===== src/rtl/ssbe_cfg.svh =====
// constants of the serial channel baud-rate and error block
// assumes: included by bare name from every design file that needs it
`ifndef SSBE_CFG_SVH
`define SSBE_CFG_SVH

// ****************************************
// register map
// ****************************************
`define SSBE_REG_BAUD      16'hE80A
`define SSBE_BAUD_RST      16'h0000

// ****************************************
// timing and sizes
// ****************************************
`define SSBE_CLK_PERIOD_NS 5
`define SSBE_TMR_DIV       2
`define SSBE_DATA_W        16
`define SSBE_FIFO_DEPTH    8
`define SSBE_PH_AFTER      2'h2
`define SSBE_PER_MAX       20'hFFFFF

// ****************************************
// error flag positions
// ****************************************
`define SSBE_ERR_RX        0
`define SSBE_ERR_PH        1
`define SSBE_ERR_RATE      2
`define SSBE_ERR_TX        3
`define SSBE_ERR_N         4

`endif


===== src/rtl/ssbe_pkg.sv =====
// types shared by the serial channel baud-rate and error block
// assumes: compiled before every module of the block
package ssbe_pkg;

   // ****************************************
   // interrupt vector selection
   // ****************************************
   typedef enum logic [1:0] {
      SSBE_VEC_A   = 2'h0,
      SSBE_VEC_B   = 2'h1,
      SSBE_VEC_C   = 2'h2,
      SSBE_VEC_OFF = 2'h3
   } ssbe_vec_t;

endpackage


===== src/rtl/ssbe_fifo.sv =====
// synchronous FIFO for received frames, valid and ready on both sides
// assumes: one clock; the drain side may stall at will
`timescale 1ns/100ps
module ssbe_fifo #(
   parameter int WIDTH = 16,
   parameter int DEPTH = 8
) (
   // clock and reset
   input  wire logic             core_clk,
   input  wire logic             rst,
   // fill side
   input  wire logic             in_valid,
   output logic                  in_ready,
   input  wire logic [WIDTH-1:0] in_data,
   // drain side
   output logic                  out_valid,
   input  wire logic             out_ready,
   output logic      [WIDTH-1:0] out_data
);

   localparam int AW = $clog2(DEPTH);

   logic [WIDTH-1:0] mem [DEPTH];
   logic [AW-1:0]    wr_ptr_ff;
   logic [AW-1:0]    rd_ptr_ff;
   logic [AW:0]      count_ff;
   logic             in_ready_ff;
   logic             out_valid_ff;

   // handshakes and next occupancy
   wire          push      = in_valid && in_ready_ff;
   wire          pop       = out_valid_ff && out_ready;
   wire [AW:0]   nxt_count = count_ff + (AW+1)'(push) - (AW+1)'(pop);

   // flags are registered from the next count so they are never stale
   always_ff @(posedge core_clk or posedge rst) begin
      if (rst) begin
         wr_ptr_ff    <= '0;
         rd_ptr_ff    <= '0;
         count_ff     <= '0;
         in_ready_ff  <= 1'b1;
         out_valid_ff <= 1'b0;
      end else begin
         wr_ptr_ff    <= push ? AW'(wr_ptr_ff + 1'b1) : wr_ptr_ff;
         rd_ptr_ff    <= pop ? AW'(rd_ptr_ff + 1'b1) : rd_ptr_ff;
         count_ff     <= nxt_count;
         in_ready_ff  <= nxt_count != (AW+1)'(DEPTH);
         out_valid_ff <= nxt_count != '0;
      end
   end

   // storage has no reset, only written entries are ever read
   always_ff @(posedge core_clk) begin
      if (push) begin
         mem[wr_ptr_ff] <= in_data;
      end
   end

   assign in_ready  = in_ready_ff;
   assign out_valid = out_valid_ff;
   assign out_data  = mem[rd_ptr_ff];

endmodule


===== src/rtl/ssbe_sync.sv =====
// three-stage pin synchroniser with agreement filter
// assumes: inputs are asynchronous pins, core_clk domain on the output
`timescale 1ns/100ps
module ssbe_sync #(
   parameter int WIDTH = 1
) (
   // clock and reset
   input  wire logic             core_clk,
   input  wire logic             rst,
   // pins and filtered result
   input  wire logic [WIDTH-1:0] async_in,
   output logic      [WIDTH-1:0] sync_out
);

   logic [WIDTH-1:0] s1_ff;
   logic [WIDTH-1:0] s2_ff;
   logic [WIDTH-1:0] s3_ff;
   logic [WIDTH-1:0] out_ff;

   // a change counts once stages two and three agree, so one late stage cannot glitch it
   always_ff @(posedge core_clk or posedge rst) begin
      if (rst) begin
         s1_ff  <= '0;
         s2_ff  <= '0;
         s3_ff  <= '0;
         out_ff <= '0;
      end else begin
         s1_ff  <= async_in;
         s2_ff  <= s1_ff;
         s3_ff  <= s2_ff;
         out_ff <= (s2_ff & s3_ff) | (out_ff & (s2_ff ^ s3_ff));
      end
   end

   assign sync_out = out_ff;

endmodule


===== src/rtl/ssbe_top.sv =====
// serial channel baud-rate timer, error detectors, flags and interrupt routing
// assumes: a shift engine beside it supplies frames and transfer events,
// software control bits arrive as plain levels, pins are asynchronous
//
// Behaviour
// own 16-bit down timer with 16-bit reload, separate from general timers.
// timer advances once every two core clocks.
// timer counts down while channel_enable is 1, stops while 0.
// reading the reload register while enabled returns the running count.
// while disabled, reads return reload value and writes load it.
// software never writes the reload register while the channel is enabled.
// bit rate is core clock over two times reload plus one.
// at zero the timer reloads and emits one tick per period.
// overrun and phase errors in both modes, underrun and rate only slave.
// every error sets its flag; error interrupt only if its enable set.
// error flags stay set until software clears them.
// error handler clears serviced enabled flags or interrupt stays raised.
// frame arriving over unread receive_buffer sets overrun, overwrites buffer.
// data sampled each clock; change near latching edge sets phase_error_flag.
// slave shift clock faster than double or below half rate sets rate_error_flag.
// slave timer must be programmed to the master's bit rate.
// rate error with auto_reset_enable resets and reinitialises the channel.
// slave transfer start without fresh transmit_buffer sets tx_underrun_flag.
// on underrun the slave shifts out stale shift-register contents.
// unselected open-drain slaves load transmit_buffer with all ones.
// software should load the slave transmit_buffer before every transfer.
// receive, transmit, error lines; first two selectable, error fixed vector.
// each finished transfer fills receive_buffer and sets rx_irq_flag.
`timescale 1ns/100ps
`include "ssbe_cfg.svh"
module ssbe_top (
   // clock and reset
   input  wire logic                    core_clk,
   input  wire logic                    rst,
   // reload register port
   input  wire logic [15:0]             reg_addr,
   input  wire logic                    reg_rd,
   input  wire logic                    reg_wr,
   input  wire logic [15:0]             reg_wdata,
   output logic      [15:0]             reg_rdata,
   // serial_control levels from software
   input  wire logic                    channel_enable,
   input  wire logic                    slave_mode,
   input  wire logic                    latch_on_rise,
   input  wire logic                    auto_reset_enable,
   input  wire logic [`SSBE_ERR_N-1:0]  err_irq_en,
   input  wire logic [`SSBE_ERR_N-1:0]  err_clr,
   input  wire logic                    rx_irq_clr,
   input  wire ssbe_pkg::ssbe_vec_t     rx_irq_sel,
   input  wire ssbe_pkg::ssbe_vec_t     tx_irq_sel,
   // serial pins, inputs only
   input  wire logic                    shift_clock_line,
   input  wire logic                    master_in_slave_out_line,
   input  wire logic                    master_out_slave_in_line,
   // shift engine side
   input  wire logic                    frame_valid,
   output logic                         frame_ready,
   input  wire logic [`SSBE_DATA_W-1:0] frame_data,
   input  wire logic                    xfer_start,
   input  wire logic                    xfer_active,
   input  wire logic                    tb_write,
   input  wire logic                    rb_read,
   input  wire logic                    tx_irq_req,
   output logic                         baud_tick,
   output logic                         tx_stale,
   output logic                         channel_reset,
   // status and receive data
   output logic      [`SSBE_DATA_W-1:0] receive_buffer,
   output logic      [`SSBE_ERR_N-1:0]  err_flags,
   output logic                         rx_irq_flag,
   // interrupt vectors
   output logic                         shared_irq_vector_a,
   output logic                         shared_irq_vector_b,
   output logic                         shared_irq_vector_c,
   output logic                         error_irq_vector
);
   import ssbe_pkg::*;

   // ****************************************
   // baud-rate timer
   // ****************************************
   logic        div_ff;
   logic [15:0] reload_ff;
   logic [15:0] cnt_ff;
   logic        tick_ff;
   logic [15:0] rdata_ff;
   logic        rst_ch_ff;

   wire        reg_hit   = reg_addr == `SSBE_REG_BAUD;
   wire        tmr_en    = div_ff;
   wire        run       = channel_enable && !rst_ch_ff;
   wire        cnt_zero  = cnt_ff == 16'h0000;
   wire        reload_we = reg_wr && reg_hit && !channel_enable;
   // reload at zero gives reload+1 timer clocks per tick
   wire [15:0] nxt_cnt   = !run ? reload_ff :
                           !tmr_en ? cnt_ff :
                           cnt_zero ? reload_ff : cnt_ff - 16'h0001;
   wire        nxt_tick  = run && tmr_en && cnt_zero;
   // read returns the count when enabled, else the reload value
   wire [15:0] nxt_rdata = !(reg_rd && reg_hit) ? 16'h0000 :
                           channel_enable ? cnt_ff : reload_ff;

   // divider runs free so that the timer rate does not depend on enable timing
   always_ff @(posedge core_clk or posedge rst) begin
      if (rst) begin
         div_ff    <= 1'b0;
         reload_ff <= `SSBE_BAUD_RST;
         cnt_ff    <= `SSBE_BAUD_RST;
         tick_ff   <= 1'b0;
         rdata_ff  <= 16'h0000;
      end else begin
         div_ff    <= ~div_ff;
         reload_ff <= reload_we ? reg_wdata : reload_ff;
         cnt_ff    <= nxt_cnt;
         tick_ff   <= nxt_tick;
         rdata_ff  <= nxt_rdata;
      end
   end

   // ****************************************
   // pin sampling and latching edge
   // ****************************************
   logic [2:0] pin_s;
   logic       sclk_prev_ff;
   logic       din_prev_ff;
   logic       ref_ff;
   logic [1:0] win_ff;

   ssbe_sync #(.WIDTH(3)) u_sync (
      .core_clk (core_clk),
      .rst      (rst),
      .async_in ({shift_clock_line, master_in_slave_out_line, master_out_slave_in_line}),
      .sync_out (pin_s)
   );

   // data input follows the mode: master listens on the slave-out line
   wire sclk_s     = pin_s[2];
   wire din_s      = slave_mode ? pin_s[0] : pin_s[1];
   wire latch_edge = (sclk_s != sclk_prev_ff) && (sclk_s == latch_on_rise);
   // window: one sample before the edge against the edge and two after
   wire ph_hit     = channel_enable &&
                     ((latch_edge && din_s != din_prev_ff) ||
                      (win_ff != 2'h0 && din_s != ref_ff));
   wire [1:0] nxt_win = latch_edge ? `SSBE_PH_AFTER :
                        win_ff != 2'h0 ? win_ff - 2'h1 : 2'h0;

   always_ff @(posedge core_clk or posedge rst) begin
      if (rst) begin
         sclk_prev_ff <= 1'b0;
         din_prev_ff  <= 1'b0;
         ref_ff       <= 1'b0;
         win_ff       <= 2'h0;
      end else begin
         sclk_prev_ff <= sclk_s;
         din_prev_ff  <= din_s;
         ref_ff       <= latch_edge ? din_prev_ff : ref_ff;
         win_ff       <= nxt_win;
      end
   end

   // ****************************************
   // shift clock rate check, slave only
   // ****************************************
   logic [19:0] per_ff;
   logic        seen_ff;

   // expected period is 2*(reload+1); half of it and double of it bound the window
   wire        meas    = channel_enable && slave_mode && xfer_active && !rst_ch_ff;
   wire [19:0] per_lo  = {4'h0, reload_ff} + 20'h00001;
   wire [19:0] per_hi  = {per_lo[17:0], 2'b00};
   // a missing pulse shows as the count passing the slow bound once
   wire        rate_hit = meas && seen_ff &&
                          ((latch_edge && (per_ff < per_lo || per_ff > per_hi)) ||
                           (!latch_edge && per_ff == per_hi + 20'h00001));
   wire [19:0] nxt_per = !meas ? 20'h00000 :
                         latch_edge ? 20'h00001 :
                         per_ff == `SSBE_PER_MAX ? per_ff : per_ff + 20'h00001;

   always_ff @(posedge core_clk or posedge rst) begin
      if (rst) begin
         per_ff  <= 20'h00000;
         seen_ff <= 1'b0;
      end else begin
         per_ff  <= nxt_per;
         seen_ff <= meas && (seen_ff || latch_edge);
      end
   end

   // ****************************************
   // transmit underrun, slave only
   // ****************************************
   logic tb_written_ff;
   logic stale_ff;

   wire un_hit = channel_enable && slave_mode && xfer_start && !tb_written_ff;

   // a write in the start cycle still counts as fresh data for the next transfer
   always_ff @(posedge core_clk or posedge rst) begin
      if (rst) begin
         tb_written_ff <= 1'b0;
         stale_ff      <= 1'b0;
      end else begin
         tb_written_ff <= tb_write || (tb_written_ff && !xfer_start);
         stale_ff      <= un_hit;
      end
   end

   // ****************************************
   // receive path through the frame FIFO
   // ****************************************
   logic                    f_valid;
   logic [`SSBE_DATA_W-1:0] f_data;
   logic [`SSBE_DATA_W-1:0] rxbuf_ff;
   logic                    unread_ff;
   logic                    rxirq_ff;

   // draining stalls while disabled, so the FIFO can fill and push back
   wire f_pop  = f_valid && channel_enable;
   wire ovr_hit = f_pop && unread_ff && !rb_read;

   ssbe_fifo #(.WIDTH(`SSBE_DATA_W), .DEPTH(`SSBE_FIFO_DEPTH)) u_fifo (
      .core_clk  (core_clk),
      .rst       (rst),
      .in_valid  (frame_valid),
      .in_ready  (frame_ready),
      .in_data   (frame_data),
      .out_valid (f_valid),
      .out_ready (channel_enable),
      .out_data  (f_data)
   );

   // a new frame always overwrites, the old word is lost on overrun
   always_ff @(posedge core_clk or posedge rst) begin
      if (rst) begin
         rxbuf_ff  <= '0;
         unread_ff <= 1'b0;
         rxirq_ff  <= 1'b0;
      end else begin
         rxbuf_ff  <= f_pop ? f_data : rxbuf_ff;
         unread_ff <= f_pop || (unread_ff && !rb_read);
         rxirq_ff  <= f_pop || (rxirq_ff && !rx_irq_clr);
      end
   end

   // ****************************************
   // error flags, auto reset, interrupt lines
   // ****************************************
   logic [`SSBE_ERR_N-1:0] err_ff;
   logic                   errirq_ff;
   logic [2:0]             vec_ff;
   logic [`SSBE_ERR_N-1:0] err_set;
   logic [2:0]             nxt_vec;

   assign err_set[`SSBE_ERR_RX]   = ovr_hit;
   assign err_set[`SSBE_ERR_PH]   = ph_hit;
   assign err_set[`SSBE_ERR_RATE] = rate_hit;
   assign err_set[`SSBE_ERR_TX]   = un_hit;

   // set beats clear; nothing but err_clr removes a flag
   wire [`SSBE_ERR_N-1:0] nxt_err = (err_ff & ~err_clr) | err_set;
   // level request keeps asking while an enabled flag stays set
   wire nxt_errirq = |(nxt_err & err_irq_en);

   // receive and transmit share three vectors by selection
   genvar gv;
   generate
      for (gv = 0; gv < 3; gv++) begin : g_vec
         assign nxt_vec[gv] = (rxirq_ff && rx_irq_sel == ssbe_vec_t'(2'(gv))) ||
                              (tx_irq_req && tx_irq_sel == ssbe_vec_t'(2'(gv)));
      end
   endgenerate

   always_ff @(posedge core_clk or posedge rst) begin
      if (rst) begin
         err_ff    <= '0;
         errirq_ff <= 1'b0;
         vec_ff    <= 3'h0;
         rst_ch_ff <= 1'b0;
      end else begin
         err_ff    <= nxt_err;
         errirq_ff <= nxt_errirq;
         vec_ff    <= nxt_vec;
         rst_ch_ff <= rate_hit && auto_reset_enable;
      end
   end

   assign reg_rdata           = rdata_ff;
   assign baud_tick           = tick_ff;
   assign tx_stale            = stale_ff;
   assign channel_reset       = rst_ch_ff;
   assign receive_buffer      = rxbuf_ff;
   assign err_flags           = err_ff;
   assign rx_irq_flag         = rxirq_ff;
   assign shared_irq_vector_a = vec_ff[0];
   assign shared_irq_vector_b = vec_ff[1];
   assign shared_irq_vector_c = vec_ff[2];
   assign error_irq_vector    = errirq_ff;

   logic [17:0] gap_ff;
   logic        gap_ok_ff;

   // tick spacing helper, valid only across an unbroken run
   always_ff @(posedge core_clk or posedge rst) begin
      if (rst) begin
         gap_ff    <= 18'h00000;
         gap_ok_ff <= 1'b0;
      end else begin
         gap_ff    <= tick_ff ? 18'h00001 : gap_ff + 18'h00001;
         gap_ok_ff <= run && (gap_ok_ff || tick_ff);
      end
   end
endmodule


===== config.mk =====
export PLATFORM = sky130hd
export DESIGN_NAME = ssbe_top
export DESIGN_NICKNAME = d
export VERILOG_FILES = /design/src/rtl/ssbe_pkg.sv /design/src/rtl/ssbe_fifo.sv /design/src/rtl/ssbe_sync.sv /design/src/rtl/ssbe_top.sv
export VERILOG_INCLUDE_DIRS = /design/src /design/src/rtl
export SDC_FILE = /design/constraint.sdc
export NUM_CORES = 1
export LEC_CHECK = 0
export ABC_AREA = 1
export ABC_CLOCK_PERIOD_IN_PS = 4700
export BUFFER_PORTS_ARGS = -buffer_cell sky130_fd_sc_hd__buf_4
export CAP_MARGIN = 30
export CORE_UTILIZATION = 59
export DETAILED_ROUTE_END_ITERATION = 7
export PLACE_DENSITY = 0.86
export SLEW_MARGIN = 20
export SYNTH_ARGS = -nofsm -noshare
export SYNTH_HDL_FRONTEND = slang
export SYNTH_SLANG_ARGS = --single-unit

===== constraint.sdc =====
create_clock -name core_clk -period 4.7 [get_ports core_clk]
set_input_delay 0.705 -clock core_clk [delete_from_list [all_inputs] [get_ports core_clk]]
set_output_delay 0.705 -clock core_clk [all_outputs]
set_load 0.1 [all_outputs]

Word-level counts from Yosys, hierarchy flattened:

Memory sizes are Yosys's and may differ from the RTL's. A register that Yosys moved wholly into a read port is not among the register bits.
Index checks and enable logic that the tools add are counted.

* register bits: 113
* bits in writable memories: 128
* output and inout bits: 45
* word-level logic and storage cells: 133
* memories: 1

Memories
* u_fifo.mem: depth 8, width 16, read ports 1, clocked after memory_dff 1, write ports 1, RTL line ssbe_fifo.sv:23 `logic [WIDTH-1:0] mem [DEPTH];`

* add/subtract/negate cells: 9
* magnitude comparators: 2
* equality and inequality tests: 14
* multiplexer cells: 13
* bitwise gates (word level): 9
* reduce and logical (&&, ||, !) cells: 57

Operators by type and width (count)
* two-way mux 16 bit: 5
* two-way mux 20 bit: 3
* logical AND 1 bit: 34
* adder 19 x 1 -> 20 bit, second input constant: 1
* adder 20 x 1 -> 20 bit, second input constant: 1
* == test 20 bit: 1
* == test 20 bit, second input constant: 1
* > comparator 20 x 19 -> 1 bit: 1
* < comparator 20 x 17 -> 1 bit: 1
* adder 16 x 1 -> 17 bit, second input constant: 1
* == test 16 bit, second input constant: 1
* logical NOT 16 bit: 1
* subtractor 16 x 1 -> 16 bit, second input constant: 1
* logical OR 1 bit: 10
* AND 4 bit: 2
* logical NOT 1 bit: 7
* adder 3 x 1 -> 3 bit, second input constant: 2
* AND 3 bit: 2
* adder 4 x 1 -> 4 bit: 1
* == test 2 x 1 -> 1 bit, second input constant: 2
* == test 2 bit, second input constant: 2
* logical NOT 2 bit: 2
* two-way mux 2 bit: 2
* != test 4 bit, second input constant: 1
* other kinds (15): 19

Longest topological paths before layout:

Gate-level depths: netlist (run 1).

* depth in word-level cells: 9
* gate-level depth with buffers: 22
* mapped depth without buffers: 22

By module:

From an unflattened synthesis (run 1), not the netlist that was laid out.

* cell total of the unflattened synthesis: 1355
* area total of the unflattened synthesis: 12652.1 µm²

Modules (own cells, without submodules)
* ssbe_fifo: times used 1, cells an instance 630, area each 6268.5 µm²
* ssbe_top: times used 1, cells an instance 700, area each 6008.3 µm²
* ssbe_sync: times used 1, cells an instance 25, area each 375.4 µm²

Worst setup path after synthesis (run 1):

Ideal clock, no wire load.

* path kind: register to register
* start: reg reload_ff[1]
* end: reg errirq_ff (netlist: error_irq_vector)
* setup time: 119 ps
* arrival time: 2471 ps
* required time: 4581 ps
* slack: 2110 ps
* stages on the path, launching flop included: 21
* buffers on the path: 0
* clock period less this slack: 2590 ps
* cell sequence: dfrtp_1 -> ha_1 -> nand2_1 -> nor2_2 -> nand2_1 -> inv_1 -> nand2_1 -> nor4_1 -> xor2_1 -> ha_1 -> nand4_1 -> nor2_1 -> o21ai_2 -> a21oi_2 -> nand3_1 -> nand2_1 -> nand3_2 -> nand2_2 -> nand2_2 -> nand2_1 -> nand2_1

* cells in the longest elaborated chain, start to end: 9

RTL lines
* start, declared: RTL line ssbe_top.sv:83 `logic [15:0] reload_ff;`
* start signal, assigned: RTL line ssbe_top.sv:107 `` reload_ff <= `SSBE_BAUD_RST; ``
* start signal, assigned: RTL line ssbe_top.sv:113 `reload_ff <= reload_we ? reg_wdata : reload_ff;`
* adder 16 x 1 -> 17 bit *: RTL line ssbe_top.sv:169 `wire [19:0] per_lo = {4'h0, reload_ff} + 20'h00001;`
* adder 19 x 1 -> 20 bit, or another cell as far along: RTL line ssbe_top.sv:174 `(!latch_edge && per_ff == per_hi + 20'h00001));`
* == test 20 bit or logical OR 1 bit (tied branches): RTL line ssbe_top.sv:174, ssbe_top.sv:173
* logical AND 1 bit (on tied branches): RTL line ssbe_top.sv:174, ssbe_top.sv:173
* logical OR 1 bit *: RTL line ssbe_top.sv:173 `((latch_edge && (per_ff < per_lo || per_ff > per_hi)) ||`
* logical AND 1 bit *: RTL line ssbe_top.sv:172 `wire rate_hit = meas && seen_ff &&`
* bitwise OR 4 bit *: RTL line ssbe_top.sv:260 `` wire [`SSBE_ERR_N-1:0] nxt_err = (err_ff & ~err_clr) | err_set; ``
* via nxt_err[2]: RTL line ssbe_top.sv:260
* AND 4 bit *: RTL line ssbe_top.sv:262 `wire nxt_errirq = |(nxt_err & err_irq_en);`
* OR reduction 4 bit *: RTL line ssbe_top.sv:262
* via nxt_errirq: RTL line ssbe_top.sv:262
* end signal, assigned: RTL line ssbe_top.sv:281 `errirq_ff <= nxt_errirq;`
* end, declared: RTL line ssbe_top.sv:249 `logic errirq_ff;`

Mark *: on every way through the listed nets, which the timed path passes. The rest lies on a longest branch.
A chain may end at the register's enable or synchronous reset.

Worst setup path after layout (run 1):

Ends and elaborated chain as after synthesis.

==> impl_table.tex, run 1 <==
\begin{tabular}{lr}
\hline
Metric & Value \\
\hline
\multicolumn{2}{l}{\textbf{Timing}} \\
Worst-case headroom to the max-slew limit & 41.8\% \\
Setup\_tns & 0 ns \\
Final worst slack & 1.71 ns \\
Hold Violations, Final & 0 \\
Post-route clock skew & 0.0114 ns \\
Max-slew violation count & 0 \\
RSZ-0062 raised after global routing & no \\
Worst hold margin & 0.142 ns \\
Tcrit/Tclk final & 63.5\% \\
Worst Max-Slew Pin Slew & 0.870 ns \\
Achievable frequency & 0.335 GHz \\
Crit path time final & 2.99 ns \\
Final setup violation count & 0 \\
\multicolumn{2}{l}{\textbf{Yosys}} \\
Post-synthesis instance total & 1141 \\
Area fraction of the dominant cell type after synthesis & 32.3\% \\
Post-synthesis mux area share & 1.52\% \\
XOR/XNOR share of the synthesized area & 1.92\% \\
Netlist cell types & 46 \\
Synthesized cell area & 11900 sq um \\
Fraction of the yosys area taken by sequential cells & 59.5\% \\
Main combinational cell family by area after synthesis & simple AND/OR/NAND/NOR gates \\
Area fraction in compound gates after synthesis & 11.2\% \\
Syn nets & 1264 \\
Main area contributors after synthesis & edfxtp\_1 (32\%), dfrtp\_1 (27\%), nand2\_1 (5.2\%) \\
Number of enable-type register cells in the synthesized netlist & 128 \\
Most instantiated library cell after synthesis & nand2\_1 \\
Fraction of registers with async set/reset & 50.2\% \\
List of most frequent post-synthesis cells & nand2\_1 (164), nor2\_1 (147), dfrtp\_1 (128), edfxtp\_1 (128), o21ai\_0 (111) \\
Simple-gate share of the synthesized area & 16.4\% \\
Area leader, netlist & edfxtp\_1 \\
Synth warn & 0 \\
Post-synthesis share of cell area spent on full adders, half adders and majority gates & 4.80\% \\
Flip-flop and latch count after synthesis & 257 \\
Leading register cell type out of synthesis & edfxtp\_1 \\
Post-Syn Area per Cell & 10.4 sq um \\
\multicolumn{2}{l}{\textbf{Power and ir drop}} \\
P\_leak & 0.00606 uW \\
Cell internal pwr & 4510 uW \\
Share of power burned in registers & 40.0\% \\
Net switching component of the power & 2570 uW \\
VDD IR-drop max & 0.000565 V \\
Relative contribution of combinational cells to total power & 29.4\% \\
Switching fraction of total power & 36.3\% \\
Clk pwr share & 30.6\% \\
PwrDens & 505 nW/um\^{}2 \\
\multicolumn{2}{l}{\textbf{Clock network}} \\
CTS Buf Count & 27 \\
Post-CTS repair timing setup buffer count & 0 \\
CTS tree & built \\
Latest clock arrival within the worst-skew pair & 0.55 ns \\
Num Clock Sinks & 257 \\
Clock slew at reported path FFs & 0.06 ns \\
Largest buffer count on any clock path & 3 \\
Post-CTS Resized & 0 \\
Number of levels in the clock H-tree & 1 \\
Cts hold-fix bufs & 0 \\
Root Buffer Master & clkbuf\_16 \\
\multicolumn{2}{l}{\textbf{Floorplanning}} \\
Core region area & 19600 sq um \\
Die X-Extent & 144 um \\
Number of cell rows & 51 \\
I/O pin count & 123 \\
Starting density of the core & 60.7\% \\
Die boundary height & 144 um \\
Die Area & 20700 sq um \\
\multicolumn{2}{l}{\textbf{Detailed routing}} \\
Post-detailed-routing wire length & 28300 um \\
Number of vias in the routed layout & 9107 \\
DR iter-0 viols & 1045 \\
Wire per inst & 18.2 um \\
\# DRC & 0 \\
Pre-antenna DRT Iters & 5 \\
Vias per std cell & 5.86 \\
Antenna viol nets, final & 0 \\
\multicolumn{2}{l}{\textbf{Global route}} \\
GR met1 Demand/Resource & 35.7\% \\
Antenna violations before repair & 0 \\
Routing layer with the top usage in global route & met2 \\
Via count of the first global-routing pass & 8867 \\
Wire length of the first global-routing pass & 44600 um \\
GRT met2 Usage & 47.4\% \\
Total congestion overflow & 0 \\
Total global routing track utilization & 28.0\% \\
Met3 usage in global routing & 4.03\% \\
Largest net degree at the start of global routing & 97 \\
\multicolumn{2}{l}{\textbf{Worst setup path}} \\
Type of the setup path with the least slack & reg2reg \\
Reg-to-reg setup timing slack & 1.71 ns \\
Maximum fanout along the worst path & 5 \\
Critical Path Start Type & flop \\
Kind of end point of the critical path & flop \\
Required time reported for the critical path endpoint & 5.14 ns \\
Worst endpoint data arrival time & 3.42 ns \\
\multicolumn{2}{l}{\textbf{Cells and area}} \\
Fraction of layout instances using a drive strength above 1 & 19.4\% \\
Net total in the final layout & 1392 \\
Count of filler cells inserted in the layout & 1367 \\
Ant diodes & 0 \\
Sequential standard cell area & 7070 sq um \\
Layout overhead on the synthesized area & 18.1\% \\
Total area of multi-input combinational cells & 4260 sq um \\
Post-Layout Inst Area & 14000 sq um \\
\multicolumn{2}{l}{\textbf{Placement}} \\
Instance area at placement & 13100 sq um \\
Pre-CTS WS & 1.70 ns \\
Count of port buffers added during placement & 122 \\
HPWL reported at the end of detailed placement & 18200 um \\
Final weighted congestion in routability-driven placement & 0.898 \\
\multicolumn{2}{l}{\textbf{Outcome}} \\
Run status & finished clean \\
\multicolumn{2}{l}{\textbf{Run}} \\
Number of maximum-capacitance violations & 0 \\
\multicolumn{2}{l}{\textbf{Worst hold path}} \\
Worst hold path class & in2async \\
\hline
\end{tabular}
[power by group through the flow]
stage	Combinational (uW)	Clock [uW]	Sequential, uW
after CTS	2060	2180	2830
final	2090	2170	2830
after global routing	2240	2280	2860
after floorplan	928	0	3410
after detailed placement	2050	0	2860
after global placement	1960	0	2850
[logic make-up (layout without fill, tap and decap cells)]
group | after synthesis | count (layout)
AND/OR/NAND/NOR | 430 | 430
flip-flops | 257 | 257
AO/OA/AOI/OAI | 223 | 223
buffers and inverters | 144 | 292
adder cells (fa/ha/maj) | 45 | 45
XOR/XNOR | 26 | 26
multiplexers | 16 | 16
[flip-flops by register name (all words and copies together), names as in the netlist, 2 cells and up]
register / cells
u_fifo.mem: 128
per_ff: 20
cnt_ff: 16
receive_buffer: 16
reg_rdata: 16
reload_ff: 16
err_flags: 4
u_fifo.count_ff: 4
u_fifo.rd_ptr_ff: 3
u_fifo.wr_ptr_ff: 3
u_sync.s1_ff: 3
u_sync.s2_ff: 3
u_sync.s3_ff: 3
u_sync.sync_out: 3
vec_ff: 3
win_ff: 2
[area by class of cell]
class                      instances  share of cell area (%)
clock inverter                    15                    1.36
tap                              265                    2.36
multi-input combinational        740                    30.4
inverter                         105                    2.85
clock buffer                      34                    5.07
sequential                       257                    50.4
timing repair buffer             138                    7.58
[placed cells by master (no fill, tap or decap), drive strengths merged, types with 4 or more instances in the layout]
master / count
dfrtp: 128
buf: 138
nand3: 45
nand4: 17
a21o: 7
inv: 106
ha: 44
nor3: 24
a21oi: 48
o211ai: 7
clkinv: 9
edfxtp: 128
nor4: 6
o21ai: 113
o221ai: 29
xor2: 20
clkbuf: 34
nor2: 158
o22ai: 5
nand2: 174
bufinv: 4
mux2: 16
a211oi: 4
xnor2: 6
[worst max-delay path, stage by stage, from the launching register on]
cell	delay [ns]
dfrtp_1	0.44
ha_1	0.22
nand2_1	0.07
nor2_2	0.22
nand2_1	0.13
inv_1	0.08
nand2_1	0.07
nor4_1	0.24
xor2_1	0.16
ha_1	0.30
nand4_1	0.10
nor2_1	0.14
o21ai_2	0.07
a21oi_2	0.15
nand3_1	0.09
nand2_1	0.08
nand3_2	0.06
nand2_2	0.09
nand2_2	0.05
nand2_1	0.05
nand2_1	0.04
[worst paths after layout]
kind                                           from          endpoint  cells past startpoint
max                                    reload_ff[1]  error_irq_vector                     20
min                                             rst        per_ff[17]                      2
max reg2reg                            reload_ff[1]  error_irq_vector                     20
min reg2reg                         u_sync.s1_ff[0]   u_sync.s2_ff[0]                      0
max in group asynchronous                       rst      reload_ff[4]                      4
min in group core_clk      master_out_slave_in_line   u_sync.s1_ff[0]                      1
[stage by stage]
step	power, uW	std cells	util (%)
after floorplan	4340	1141	-
after global placement	4820	1503	66.8
after detailed placement	4910	1503	66.8
after CTS	7080	1552	71.4
after global routing	7380	1554	71.6
final	7090	1554	71.6
[layer usage]
layer	vias to the layer above	share of wire, %
met1	4312	39
met4	0	4.0
met5	-	0
li1	4210	-
met2	485	50
met3	100	7.4
Note: power is estimated with default switching activity, not from simulation.
==> run 2: changes to the inputs <==
--- a/config.mk
+++ b/config.mk
@@ -6,8 +6,8 @@
 export SDC_FILE = /design/constraint.sdc
 export NUM_CORES = 1
 export LEC_CHECK = 0
-export ABC_AREA = 1
-export ABC_CLOCK_PERIOD_IN_PS = 4700
+export ABC_AREA = 0
+export ABC_CLOCK_PERIOD_IN_PS = 3000
 export BUFFER_PORTS_ARGS = -buffer_cell sky130_fd_sc_hd__buf_4
 export CAP_MARGIN = 30
 export CORE_UTILIZATION = 59
==> constraint.sdc (replaced) <==
create_clock -name core_clk -period 3 [get_ports core_clk]
set_input_delay 0.45 -clock core_clk [delete_from_list [all_inputs] [get_ports core_clk]]
set_output_delay 0.45 -clock core_clk [all_outputs]
set_load 0.1 [all_outputs]
==> run 2 against run 1 <==
  * Sequential cell count did not move
  * Worst hold slack got worse by 0.064 ns
  * Synthesized area fell by 3.6%
  * Highest routed layer unchanged
  * Wire length fell by 6.5%
  * Non-clock buffer count rose by 27
  * Largest power group unchanged
==> impl_table.tex, run 2 <==
\begin{tabular}{lr}
\hline
Metric & Value \\
\hline
\multicolumn{2}{l}{\textbf{Detailed routing}} \\
\# DRC & 0 (unchanged) \\
Post-detailed-routing wire length & 26500 um (was 28300 um) \\
Number of vias in the routed layout & 7635 (was 9107) \\
Vias per std cell & 5.87 (was 5.86) \\
Antenna viol nets, final & 0 (unchanged) \\
DR iter-0 viols & 559 (was 1045) \\
Wire per inst & 20.4 um (was 18.2 um) \\
Pre-antenna DRT Iters & 5 (unchanged) \\
\multicolumn{2}{l}{\textbf{Timing}} \\
Worst Max-Slew Pin Slew & 0.726 ns (was 0.870 ns) \\
Post-route clock skew & 0.00809 ns (was 0.0114 ns) \\
Final worst slack & 0.0985 ns (was 1.71 ns) \\
Worst hold margin & 0.0775 ns (was 0.142 ns) \\
Worst-case headroom to the max-slew limit & 51.1\% (was 41.8\%) \\
Crit path time final & 2.90 ns (was 2.99 ns) \\
Max-slew violation count & 0 (unchanged) \\
Achievable frequency & 0.345 GHz (was 0.335 GHz) \\
Setup\_tns & 0 ns (unchanged) \\
RSZ-0062 raised after global routing & yes (was no) \\
Tcrit/Tclk final & 96.7\% (was 63.5\%) \\
Final setup violation count & 0 (unchanged) \\
Hold Violations, Final & 0 (unchanged) \\
\multicolumn{2}{l}{\textbf{Clock network}} \\
Root Buffer Master & clkbuf\_16 (unchanged) \\
CTS Buf Count & 27 (unchanged) \\
Largest buffer count on any clock path & 3 (unchanged) \\
Clock slew at reported path FFs & 0.06 ns (about the same) \\
Num Clock Sinks & 257 (unchanged) \\
Number of levels in the clock H-tree & 1 (unchanged) \\
CTS tree & built (unchanged) \\
Latest clock arrival within the worst-skew pair & 0.55 ns (about the same) \\
\multicolumn{2}{l}{\textbf{Power and ir drop}} \\
Share of power burned in registers & 41.5\% (was 40.0\%) \\
P\_leak & 0.00579 uW (was 0.00606 uW) \\
VDD IR-drop max & 0.000852 V (was 0.000565 V) \\
Switching fraction of total power & 33.8\% (was 36.3\%) \\
Cell internal pwr & 7190 uW (was 4510 uW) \\
Clk pwr share & 30.0\% (was 30.6\%) \\
PwrDens & 784 nW/um\^{}2 (was 505 nW/um\^{}2) \\
Relative contribution of combinational cells to total power & 28.5\% (was 29.4\%) \\
Net switching component of the power & 3670 uW (was 2570 uW) \\
\multicolumn{2}{l}{\textbf{Floorplanning}} \\
Number of cell rows & 50 (was 51) \\
Die Area & 20000 sq um (was 20700 sq um) \\
Die X-Extent & 141 um (was 144 um) \\
Core region area & 18900 sq um (was 19600 sq um) \\
Die boundary height & 141 um (was 144 um) \\
Starting density of the core & 60.6\% (was 60.7\%) \\
I/O pin count & 123 (unchanged) \\
\multicolumn{2}{l}{\textbf{Yosys}} \\
Main area contributors after synthesis & edfxtp\_1 (34\%), dfrtp\_1 (28\%), mux4\_2 (6.3\%) (was edfxtp\_1 (32\%), dfrtp\_1 (27\%), nand2\_1 (5.2\%)) \\
List of most frequent post-synthesis cells & dfrtp\_1 (128), edfxtp\_1 (128), nor2\_1 (74), nand2\_1 (61), o21ai\_0 (50) (was nand2\_1 (164), nor2\_1 (147), dfrtp\_1 (128), edfxtp\_1 (128), o21ai\_0 (111)) \\
Fraction of registers with async set/reset & 50.2\% (unchanged) \\
Area leader, netlist & edfxtp\_1 (unchanged) \\
Area fraction of the dominant cell type after synthesis & 33.5\% (was 32.3\%) \\
Synth warn & 0 (unchanged) \\
Fraction of the yosys area taken by sequential cells & 61.7\% (was 59.5\%) \\
Synthesized cell area & 11500 sq um (was 11900 sq um) \\
Post-synthesis instance total & 855 (was 1141) \\
Syn nets & 978 (was 1264) \\
Netlist cell types & 64 (was 46) \\
Leading register cell type out of synthesis & edfxtp\_1 (unchanged) \\
Number of enable-type register cells in the synthesized netlist & 128 (unchanged) \\
Post-Syn Area per Cell & 13.4 sq um (was 10.4 sq um) \\
Flip-flop and latch count after synthesis & 257 (unchanged) \\
\multicolumn{2}{l}{\textbf{Worst hold path}} \\
Worst hold path class & in2reg (was in2async) \\
\multicolumn{2}{l}{\textbf{Cells and area}} \\
Layout overhead on the synthesized area & 20.8\% (was 18.1\%) \\
Net total in the final layout & 1142 (was 1392) \\
Ant diodes & 0 (unchanged) \\
Count of filler cells inserted in the layout & 1192 (was 1367) \\
Most used cells in the layout excluding fill and tap cells & buf\_4 (159), edfxtp\_1 (128), dfrtp\_1 (127) (was nand2\_1 (164), nor2\_1 (147), buf\_4 (136)) \\
Total area of multi-input combinational cells & 4170 sq um (was 4260 sq um) \\
Non-filler cells, final & 1300 (was 1554) \\
Fraction of layout instances using a drive strength above 1 & 26.3\% (was 19.4\%) \\
Registers with the highest flip-flop counts & u\_fifo.mem (128), per\_ff (20) (unchanged) \\
Register ranked first by flip-flop count & u\_fifo.mem (unchanged) \\
Most common cell after layout, fill and taps aside & buf\_4 (was nand2\_1) \\
Sequential standard cell area & 7070 sq um (about the same) \\
Flip-flop count of the largest register after layout & 128 (unchanged) \\
\multicolumn{2}{l}{\textbf{Worst setup path}} \\
Cell at the slowest stage of the critical path & or4\_4 (was dfrtp\_1) \\
Cell-by-cell trace of the critical path & buf\_4 > nand4\_1 > nor2\_2 > buf\_4 > xnor2\_1 > ha\_1 > nand2\_1 > or4\_4 > a21oi\_2 > and3\_1 > mux2i\_1 > a22oi\_2 > o22ai\_1 (was ha\_1 > nand2\_1 > nor2\_2 > nand2\_1 > inv\_1 > nand2\_1 > nor4\_1 > xor2\_1 > ha\_1 > nand4\_1 > nor2\_1 > o21ai\_2 > a21oi\_2 > nand3\_1 > nand2\_1 > nand3\_2 > nand2\_2 > nand2\_2 > nand2\_1 > nand2\_1) \\
Maximum single-stage delay on the critical path & 0.54 ns (was 0.44 ns) \\
Cell class contributing the biggest share of worst-path delay & simple AND/OR/NAND/NOR gates (unchanged) \\
Critical Path Start Type & flop (unchanged) \\
Kind of end point of the critical path & flop (unchanged) \\
Worst endpoint data arrival time & 3.33 ns (was 3.42 ns) \\
Maximum fanout along the worst path & 6 (was 5) \\
Required time reported for the critical path endpoint & 3.42 ns (was 5.14 ns) \\
Cell with the most instances on the worst path & buf\_4 (was nand2\_1) \\
WP buf/inv & 2 (was 1) \\
Type of the setup path with the least slack & reg2reg (unchanged) \\
\multicolumn{2}{l}{\textbf{Global route}} \\
Antenna violations before repair & 0 (unchanged) \\
Via count of the first global-routing pass & 7796 (was 8867) \\
Total congestion overflow & 0 (unchanged) \\
Largest net degree at the start of global routing & 81 (was 97) \\
Wire length of the first global-routing pass & 41100 um (was 44600 um) \\
Total global routing track utilization & 27.2\% (was 28.0\%) \\
\multicolumn{2}{l}{\textbf{Placement}} \\
Count of port buffers added during placement & 122 (unchanged) \\
Pre-CTS WS & -0.136 ns (was 1.70 ns) \\
HPWL reported at the end of detailed placement & 16800 um (was 18200 um) \\
Final weighted congestion in routability-driven placement & 0.907 (was 0.898) \\
Placed cell count & 1243 (was 1503) \\
\multicolumn{2}{l}{\textbf{Run}} \\
Number of maximum-capacitance violations & 0 (unchanged) \\
\multicolumn{2}{l}{\textbf{Outcome}} \\
Run status & finished clean (unchanged) \\
\hline
\end{tabular}
run 2: changes by cell type in the layout (fill, tap and decap cells not counted), sizes merged, moves of 7 or more:
| cell | delta |
|---|---|
| mux2i | +34 |
| a21oi | -17 |
| o221ai | -29 |
| nand2b | +10 |
| and3 | +7 |
| nand2 | -113 |
| inv | -70 |
| mux4 | +32 |
| o21ai | -62 |
| nor3 | -8 |
| xnor2 | +13 |
| buf | +23 |
| nand3 | -25 |
| nor2 | -83 |
run 2: power by group through the flow:
stage / sequential, uW / clock (uW) / combinational [uW]
6_report: 4500 / 3260 / 3100
5_1_grt: 4540 / 3460 / 3260
4_1_cts: 4500 / 3310 / 3120
3_5_place_dp: 4550 / 0 / 3050
3_3_place_gp: 4510 / 0 / 2950
2_1_floorplan: 5320 / 0 / 1440
run 2: layout make-up:
cell class / count / share of cell area, %
inverter: 35 / 0.976
timing repair buffer: 165 / 9.20
multi-input combinational: 533 / 30.1
sequential: 257 / 51.1
clock inverter: 14 / 1.03
tap: 260 / 2.35
clock buffer: 36 / 5.27
run 2: layer usage:
metal / track usage (%) / part of all wire (%) / up-vias
met3: 5.06 / 6.0 / 64
li1: - / - / 3486
met2: 47.8 / 52 / 304
met4: 11.2 / 3.5 / 0
met1: 33.2 / 39 / 3781
met5: 0 / 0 / -
run 2: logic make-up after synthesis:
| group | after synthesis | share of synthesized area (%) |
|---|---|---|
| adders and majority gates | 45 | 4.98 |
| AOI/OAI and AO/OA | 126 | 6.52 |
| DFF | 257 | 61.7 |
| xor gates and xnor gates | 41 | 3.25 |
| muxes | 82 | 10.8 |
| and+or+nand+nor | 239 | 10.2 |
| buffers and inverters | 65 | 2.46 |
run 2: repair_timing:
action / 4_1_cts / 5_1_grt
cloned: 0 / 0
hold buffers: 4 / 0
resized for setup: 5 / 7
endpoints found under the hold margin: 28 / 0
setup buffers: 3 / 0
pin swaps: 5 / 6
setup endpoints to repair: 3 / 3
run 2: final timing paths:
kind                                      start                  to  slack (ns)  cells past startpoint
worst min register to register  u_sync.s1_ff[1]     u_sync.s2_ff[1]        0.35                      0
worst max-delay path               reload_ff[0]        err_flags[2]         0.1                     13
min in group asynchronous                   rst  u_sync.sync_out[2]        0.53                      3
worst max register to register     reload_ff[0]        err_flags[2]         0.1                     13
max in group asynchronous                   rst        reg_rdata[6]        1.66                      4
worst min-delay path                   tb_write       tb_written_ff        0.08                      2
run 2: through the flow:
step	total power, uW	cell area (sq um)	util (%)
2_1_floorplan	6760	11500	-
3_3_place_gp	7460	12900	68.1
6_report	10900	13800	73.3
3_5_place_dp	7600	12900	68.1
4_1_cts	10900	13800	73.1
5_1_grt	11300	13800	73.3
run 2: worst register-to-register path, delay by kind of cell (launching register included):
family                     cells  cell delay [ns]
AOI/OAI and AO/OA              3             0.49
xor gates and xnor gates       1             0.09
DFF                            1             0.36
muxes                          1             0.08
buffers and inverters          2             0.30
and+or+nand+nor                5             1.14
adders and majority gates      1             0.32
==> run 3: changes to the inputs <==
--- a/config.mk
+++ b/config.mk
@@ -10,9 +10,11 @@
 export ABC_CLOCK_PERIOD_IN_PS = 3000
 export BUFFER_PORTS_ARGS = -buffer_cell sky130_fd_sc_hd__buf_4
 export CAP_MARGIN = 30
-export CORE_UTILIZATION = 59
+export CELL_PAD_IN_SITES_DETAIL_PLACEMENT = 1
+export CELL_PAD_IN_SITES_GLOBAL_PLACEMENT = 1
+export CORE_UTILIZATION = 48
 export DETAILED_ROUTE_END_ITERATION = 7
-export PLACE_DENSITY = 0.86
+export PLACE_DENSITY = 0.85
 export SLEW_MARGIN = 20
 export SYNTH_ARGS = -nofsm -noshare
 export SYNTH_HDL_FRONTEND = slang
==> run 3 against run 2 <==
  * Critical path type unchanged
  * Via count up 2.4%
  * Setup slack worse by 0.051 ns
  * First-iteration DRC count unchanged
  * Non-clock buffer count grew 6
  * Clock skew grew 0.012 ns
  * Core utilization shrank 13 points
  * Wire length grew 21%
  * Sequential share of layout area decreased by 1.0 points
  * Die area is 23% higher
  * Cell count up 5.1%
  * Critical endpoint unchanged
==> impl_table.tex, run 3 (synthesis gave the netlist of run 2 again) <==
\begin{tabular}{lr}
\hline
Metric & Value \\
\hline
\multicolumn{2}{l}{\textbf{Floorplanning}} \\
Starting density of the core & 48.8\% (was 60.6\%) \\
I/O pin count & 123 (unchanged) \\
Die X-Extent & 156 um (was 141 um) \\
Die Area & 24500 sq um (was 20000 sq um) \\
Number of cell rows & 56 (was 50) \\
Core region area & 23500 sq um (was 18900 sq um) \\
Die boundary height & 156 um (was 141 um) \\
\multicolumn{2}{l}{\textbf{Detailed routing}} \\
Antenna viol nets, final & 0 (unchanged) \\
Post-detailed-routing wire length & 32000 um (was 26500 um) \\
Pre-antenna DRT Iters & 5 (unchanged) \\
Number of vias in the routed layout & 7819 (was 7635) \\
Wire per inst & 23.4 um (was 20.4 um) \\
Vias per std cell & 5.72 (was 5.87) \\
DR iter-0 viols & 559 (unchanged) \\
\# DRC & 0 (unchanged) \\
\multicolumn{2}{l}{\textbf{Worst setup path}} \\
Cell at the slowest stage of the critical path & or4\_4 (unchanged) \\
Required time reported for the critical path endpoint & 3.40 ns (was 3.42 ns) \\
Maximum single-stage delay on the critical path & 0.56 ns (was 0.54 ns) \\
Startpoint of the lowest-slack register-to-register path & reload\_ff[0] (unchanged) \\
Maximum fanout along the worst path & 6 (unchanged) \\
Worst reg2reg endpoint & err\_flags[2] (unchanged) \\
Reg-to-reg setup timing slack & 0.05 ns (was 0.1 ns) \\
WP buf/inv & 2 (unchanged) \\
Critical Path Start Type & flop (unchanged) \\
Cell-by-cell trace of the critical path & buf\_6 > nand4\_1 > nor2\_2 > buf\_6 > xnor2\_2 > ha\_1 > nand2\_1 > or4\_4 > a21oi\_4 > and3\_1 > mux2i\_1 > a22oi\_2 > o22ai\_2 (was buf\_4 > nand4\_1 > nor2\_2 > buf\_4 > xnor2\_1 > ha\_1 > nand2\_1 > or4\_4 > a21oi\_2 > and3\_1 > mux2i\_1 > a22oi\_2 > o22ai\_1) \\
Cell with the most instances on the worst path & buf\_6 (was buf\_4) \\
Kind of end point of the critical path & flop (unchanged) \\
Number of cells on the worst reg-to-reg path & 13 (unchanged) \\
Worst endpoint data arrival time & 3.36 ns (was 3.33 ns) \\
Type of the setup path with the least slack & reg2reg (unchanged) \\
Cell class contributing the biggest share of worst-path delay & simple AND/OR/NAND/NOR gates (unchanged) \\
\multicolumn{2}{l}{\textbf{Cells and area}} \\
Flip-flop count of the largest register after layout & 128 (unchanged) \\
Fraction of layout instances using a drive strength above 1 & 29.1\% (was 26.3\%) \\
Post-Layout Inst Area & 14100 sq um (was 13800 sq um) \\
Count of filler cells inserted in the layout & 2310 (was 1192) \\
Register ranked first by flip-flop count & u\_fifo.mem (unchanged) \\
Non-filler cells, final & 1366 (was 1300) \\
Net total in the final layout & 1148 (was 1142) \\
Layout overhead on the synthesized area & 23.4\% (was 20.8\%) \\
Most used cells in the layout excluding fill and tap cells & buf\_4 (166), edfxtp\_1 (128), dfrtp\_1 (123) (was buf\_4 (159), edfxtp\_1 (128), dfrtp\_1 (127)) \\
Total area of multi-input combinational cells & 4250 sq um (was 4170 sq um) \\
Most common cell after layout, fill and taps aside & buf\_4 (unchanged) \\
Sequential standard cell area & 7080 sq um (was 7070 sq um) \\
Registers with the highest flip-flop counts & u\_fifo.mem (128), per\_ff (20) (unchanged) \\
\multicolumn{2}{l}{\textbf{Placement}} \\
HPWL reported at the end of detailed placement & 20600 um (was 16800 um) \\
Pre-CTS WS & -0.128 ns (was -0.136 ns) \\
Count of port buffers added during placement & 122 (unchanged) \\
Instance area at placement & 13000 sq um (was 12900 sq um) \\
Final weighted congestion in routability-driven placement & 0.826 (was 0.907) \\
Placed cell count & 1307 (was 1243) \\
\multicolumn{2}{l}{\textbf{Power and ir drop}} \\
Switching fraction of total power & 34.1\% (was 33.8\%) \\
Power Total & 11300 uW (was 10900 uW) \\
Clk pwr share & 31.5\% (was 30.0\%) \\
Cell internal pwr & 7430 uW (was 7190 uW) \\
Relative contribution of combinational cells to total power & 28.1\% (was 28.5\%) \\
Share of power burned in registers & 40.3\% (was 41.5\%) \\
PwrDens & 797 nW/um\^{}2 (was 784 nW/um\^{}2) \\
VDD IR-drop max & 0.000597 V (was 0.000852 V) \\
P\_leak & 0.00585 uW (was 0.00579 uW) \\
Net switching component of the power & 3840 uW (was 3670 uW) \\
\multicolumn{2}{l}{\textbf{Timing}} \\
Crit path time final & 2.95 ns (was 2.90 ns) \\
Post-route clock skew & 0.0201 ns (was 0.00809 ns) \\
Tcrit/Tclk final & 98.4\% (was 96.7\%) \\
Max-slew violation count & 0 (unchanged) \\
Final worst slack & 0.0478 ns (was 0.0985 ns) \\
Achievable frequency & 0.339 GHz (was 0.345 GHz) \\
Worst Max-Slew Pin Slew & 0.940 ns (was 0.726 ns) \\
Final setup violation count & 0 (unchanged) \\
Worst-case headroom to the max-slew limit & 36.7\% (was 51.1\%) \\
Hold Violations, Final & 0 (unchanged) \\
RSZ-0062 raised after global routing & yes (unchanged) \\
\multicolumn{2}{l}{\textbf{Run}} \\
Number of maximum-capacitance violations & 0 (unchanged) \\
\multicolumn{2}{l}{\textbf{Worst hold path}} \\
Launch instance of the worst min-delay path & shift\_clock\_line (was tb\_write) \\
Number of instances on the worst hold path & 1 (was 2) \\
Worst min-delay path endpoint & u\_sync.s1\_ff[2] (was tb\_written\_ff) \\
Worst hold path class & in2reg (unchanged) \\
\multicolumn{2}{l}{\textbf{Clock network}} \\
CTS Buf Count & 27 (unchanged) \\
Latest clock arrival within the worst-skew pair & 0.54 ns (was 0.55 ns) \\
Clock slew at reported path FFs & 0.07 ns (was 0.06 ns) \\
Root Buffer Master & clkbuf\_16 (unchanged) \\
Largest buffer count on any clock path & 3 (unchanged) \\
CTS tree & built (unchanged) \\
Number of levels in the clock H-tree & 1 (unchanged) \\
Num Clock Sinks & 257 (unchanged) \\
\multicolumn{2}{l}{\textbf{Global route}} \\
Total congestion overflow & 0 (unchanged) \\
Wire length of the first global-routing pass & 49300 um (was 41100 um) \\
Antenna violations before repair & 1 (was 0) \\
Total global routing track utilization & 26.8\% (was 27.2\%) \\
Largest net degree at the start of global routing & 80 (was 81) \\
Via count of the first global-routing pass & 8642 (was 7796) \\
\multicolumn{2}{l}{\textbf{Outcome}} \\
Run status & finished clean (unchanged) \\
\hline
\end{tabular}
run 3: cell types whose count changed in the layout (fill, tap and decap cells not counted), moves of 3 or more:
cell,change
xnor2_2,+3
clkbuf_1,-7
buf_4,+7
bufinv_16,+3
dfrtp_1,-4
dlygate4sd3_1,-3
xnor2_1,-3
clkinv_4,+4
clkinv_2,-3
o21ai_0,-3
o21ai_1,+3
dfrtp_2,+4
run 3: cell type report:
| type | instances | area share [%] |
|---|---|---|
| flip-flops and latches | 257 | 50.1 |
| diodes | 1 | 0.0177 |
| inverters | 35 | 0.956 |
| well taps | 319 | 2.82 |
| clock inverters | 22 | 1.88 |
| repair buffers | 171 | 9.29 |
| multi-input cells | 533 | 30.1 |
| clock buffers | 28 | 4.88 |
run 3: repair_timing:
item / in CTS / in global routing
hold buffers: 1 / 0
endpoints found under the setup margin: 3 / 3
pin swaps: 1 / 18
endpoints found under the hold margin: 22 / 0
buffers inserted: 0 / 7
resized for setup: 3 / 33
run 3: how the worst max path moves through the flow:
stage	end	from	depth (start not counted)	slack [ns]
floorplan	err_flags[2]	reload_ff[0]	13	0.04
global placement	err_flags[2]	reload_ff[0]	13	0.007
detailed placement	err_flags[2]	reload_ff[0]	13	-0.13
CTS	err_flags[2]	reload_ff[0]	13	0.01
global route	error_irq_vector	reload_ff[8]	12	-0.12
finish	err_flags[2]	reload_ff[0]	13	0.05
run 3: metal layers:
layer / GRT usage (%) / wire, um
met5: 0 / 0
met1: 32.3 / 12500
met4: 7.80 / 722
met2: 49.4 / 17200
met3: 3.99 / 1480
run 3: stage by stage:
step	setup TNS (ns)	util [%]	hold slack (ns)
CTS	0	59.4	0.0104
finish	0	60.2	0.0279
global route	-0.314	60.2	0.0101
detailed placement	-0.342	55.2	0.347
global placement	0	55.2	0.336
floorplan	0	-	0.331
run 3: worst reg2reg max path, delay by kind of cell, from the launching register on:
family | cells | cell delay, ns
AOI/OAI and AO/OA | 3 | 0.53
xor gates and xnor gates | 1 | 0.08
DFF | 1 | 0.39
and+or+nand+nor | 5 | 1.16
adders and majority gates | 1 | 0.30
muxes | 1 | 0.09
buffers and inverters | 2 | 0.28
run 3: power groups by stage:
stage	combinational [uW]	clock [uW]	sequential [uW]
after CTS	3210	3610	4540
after floorplan	1440	0	5320
after global placement	2950	0	4570
after detailed placement	3120	0	4590
final	3170	3550	4540
after global routing	3360	3730	4590
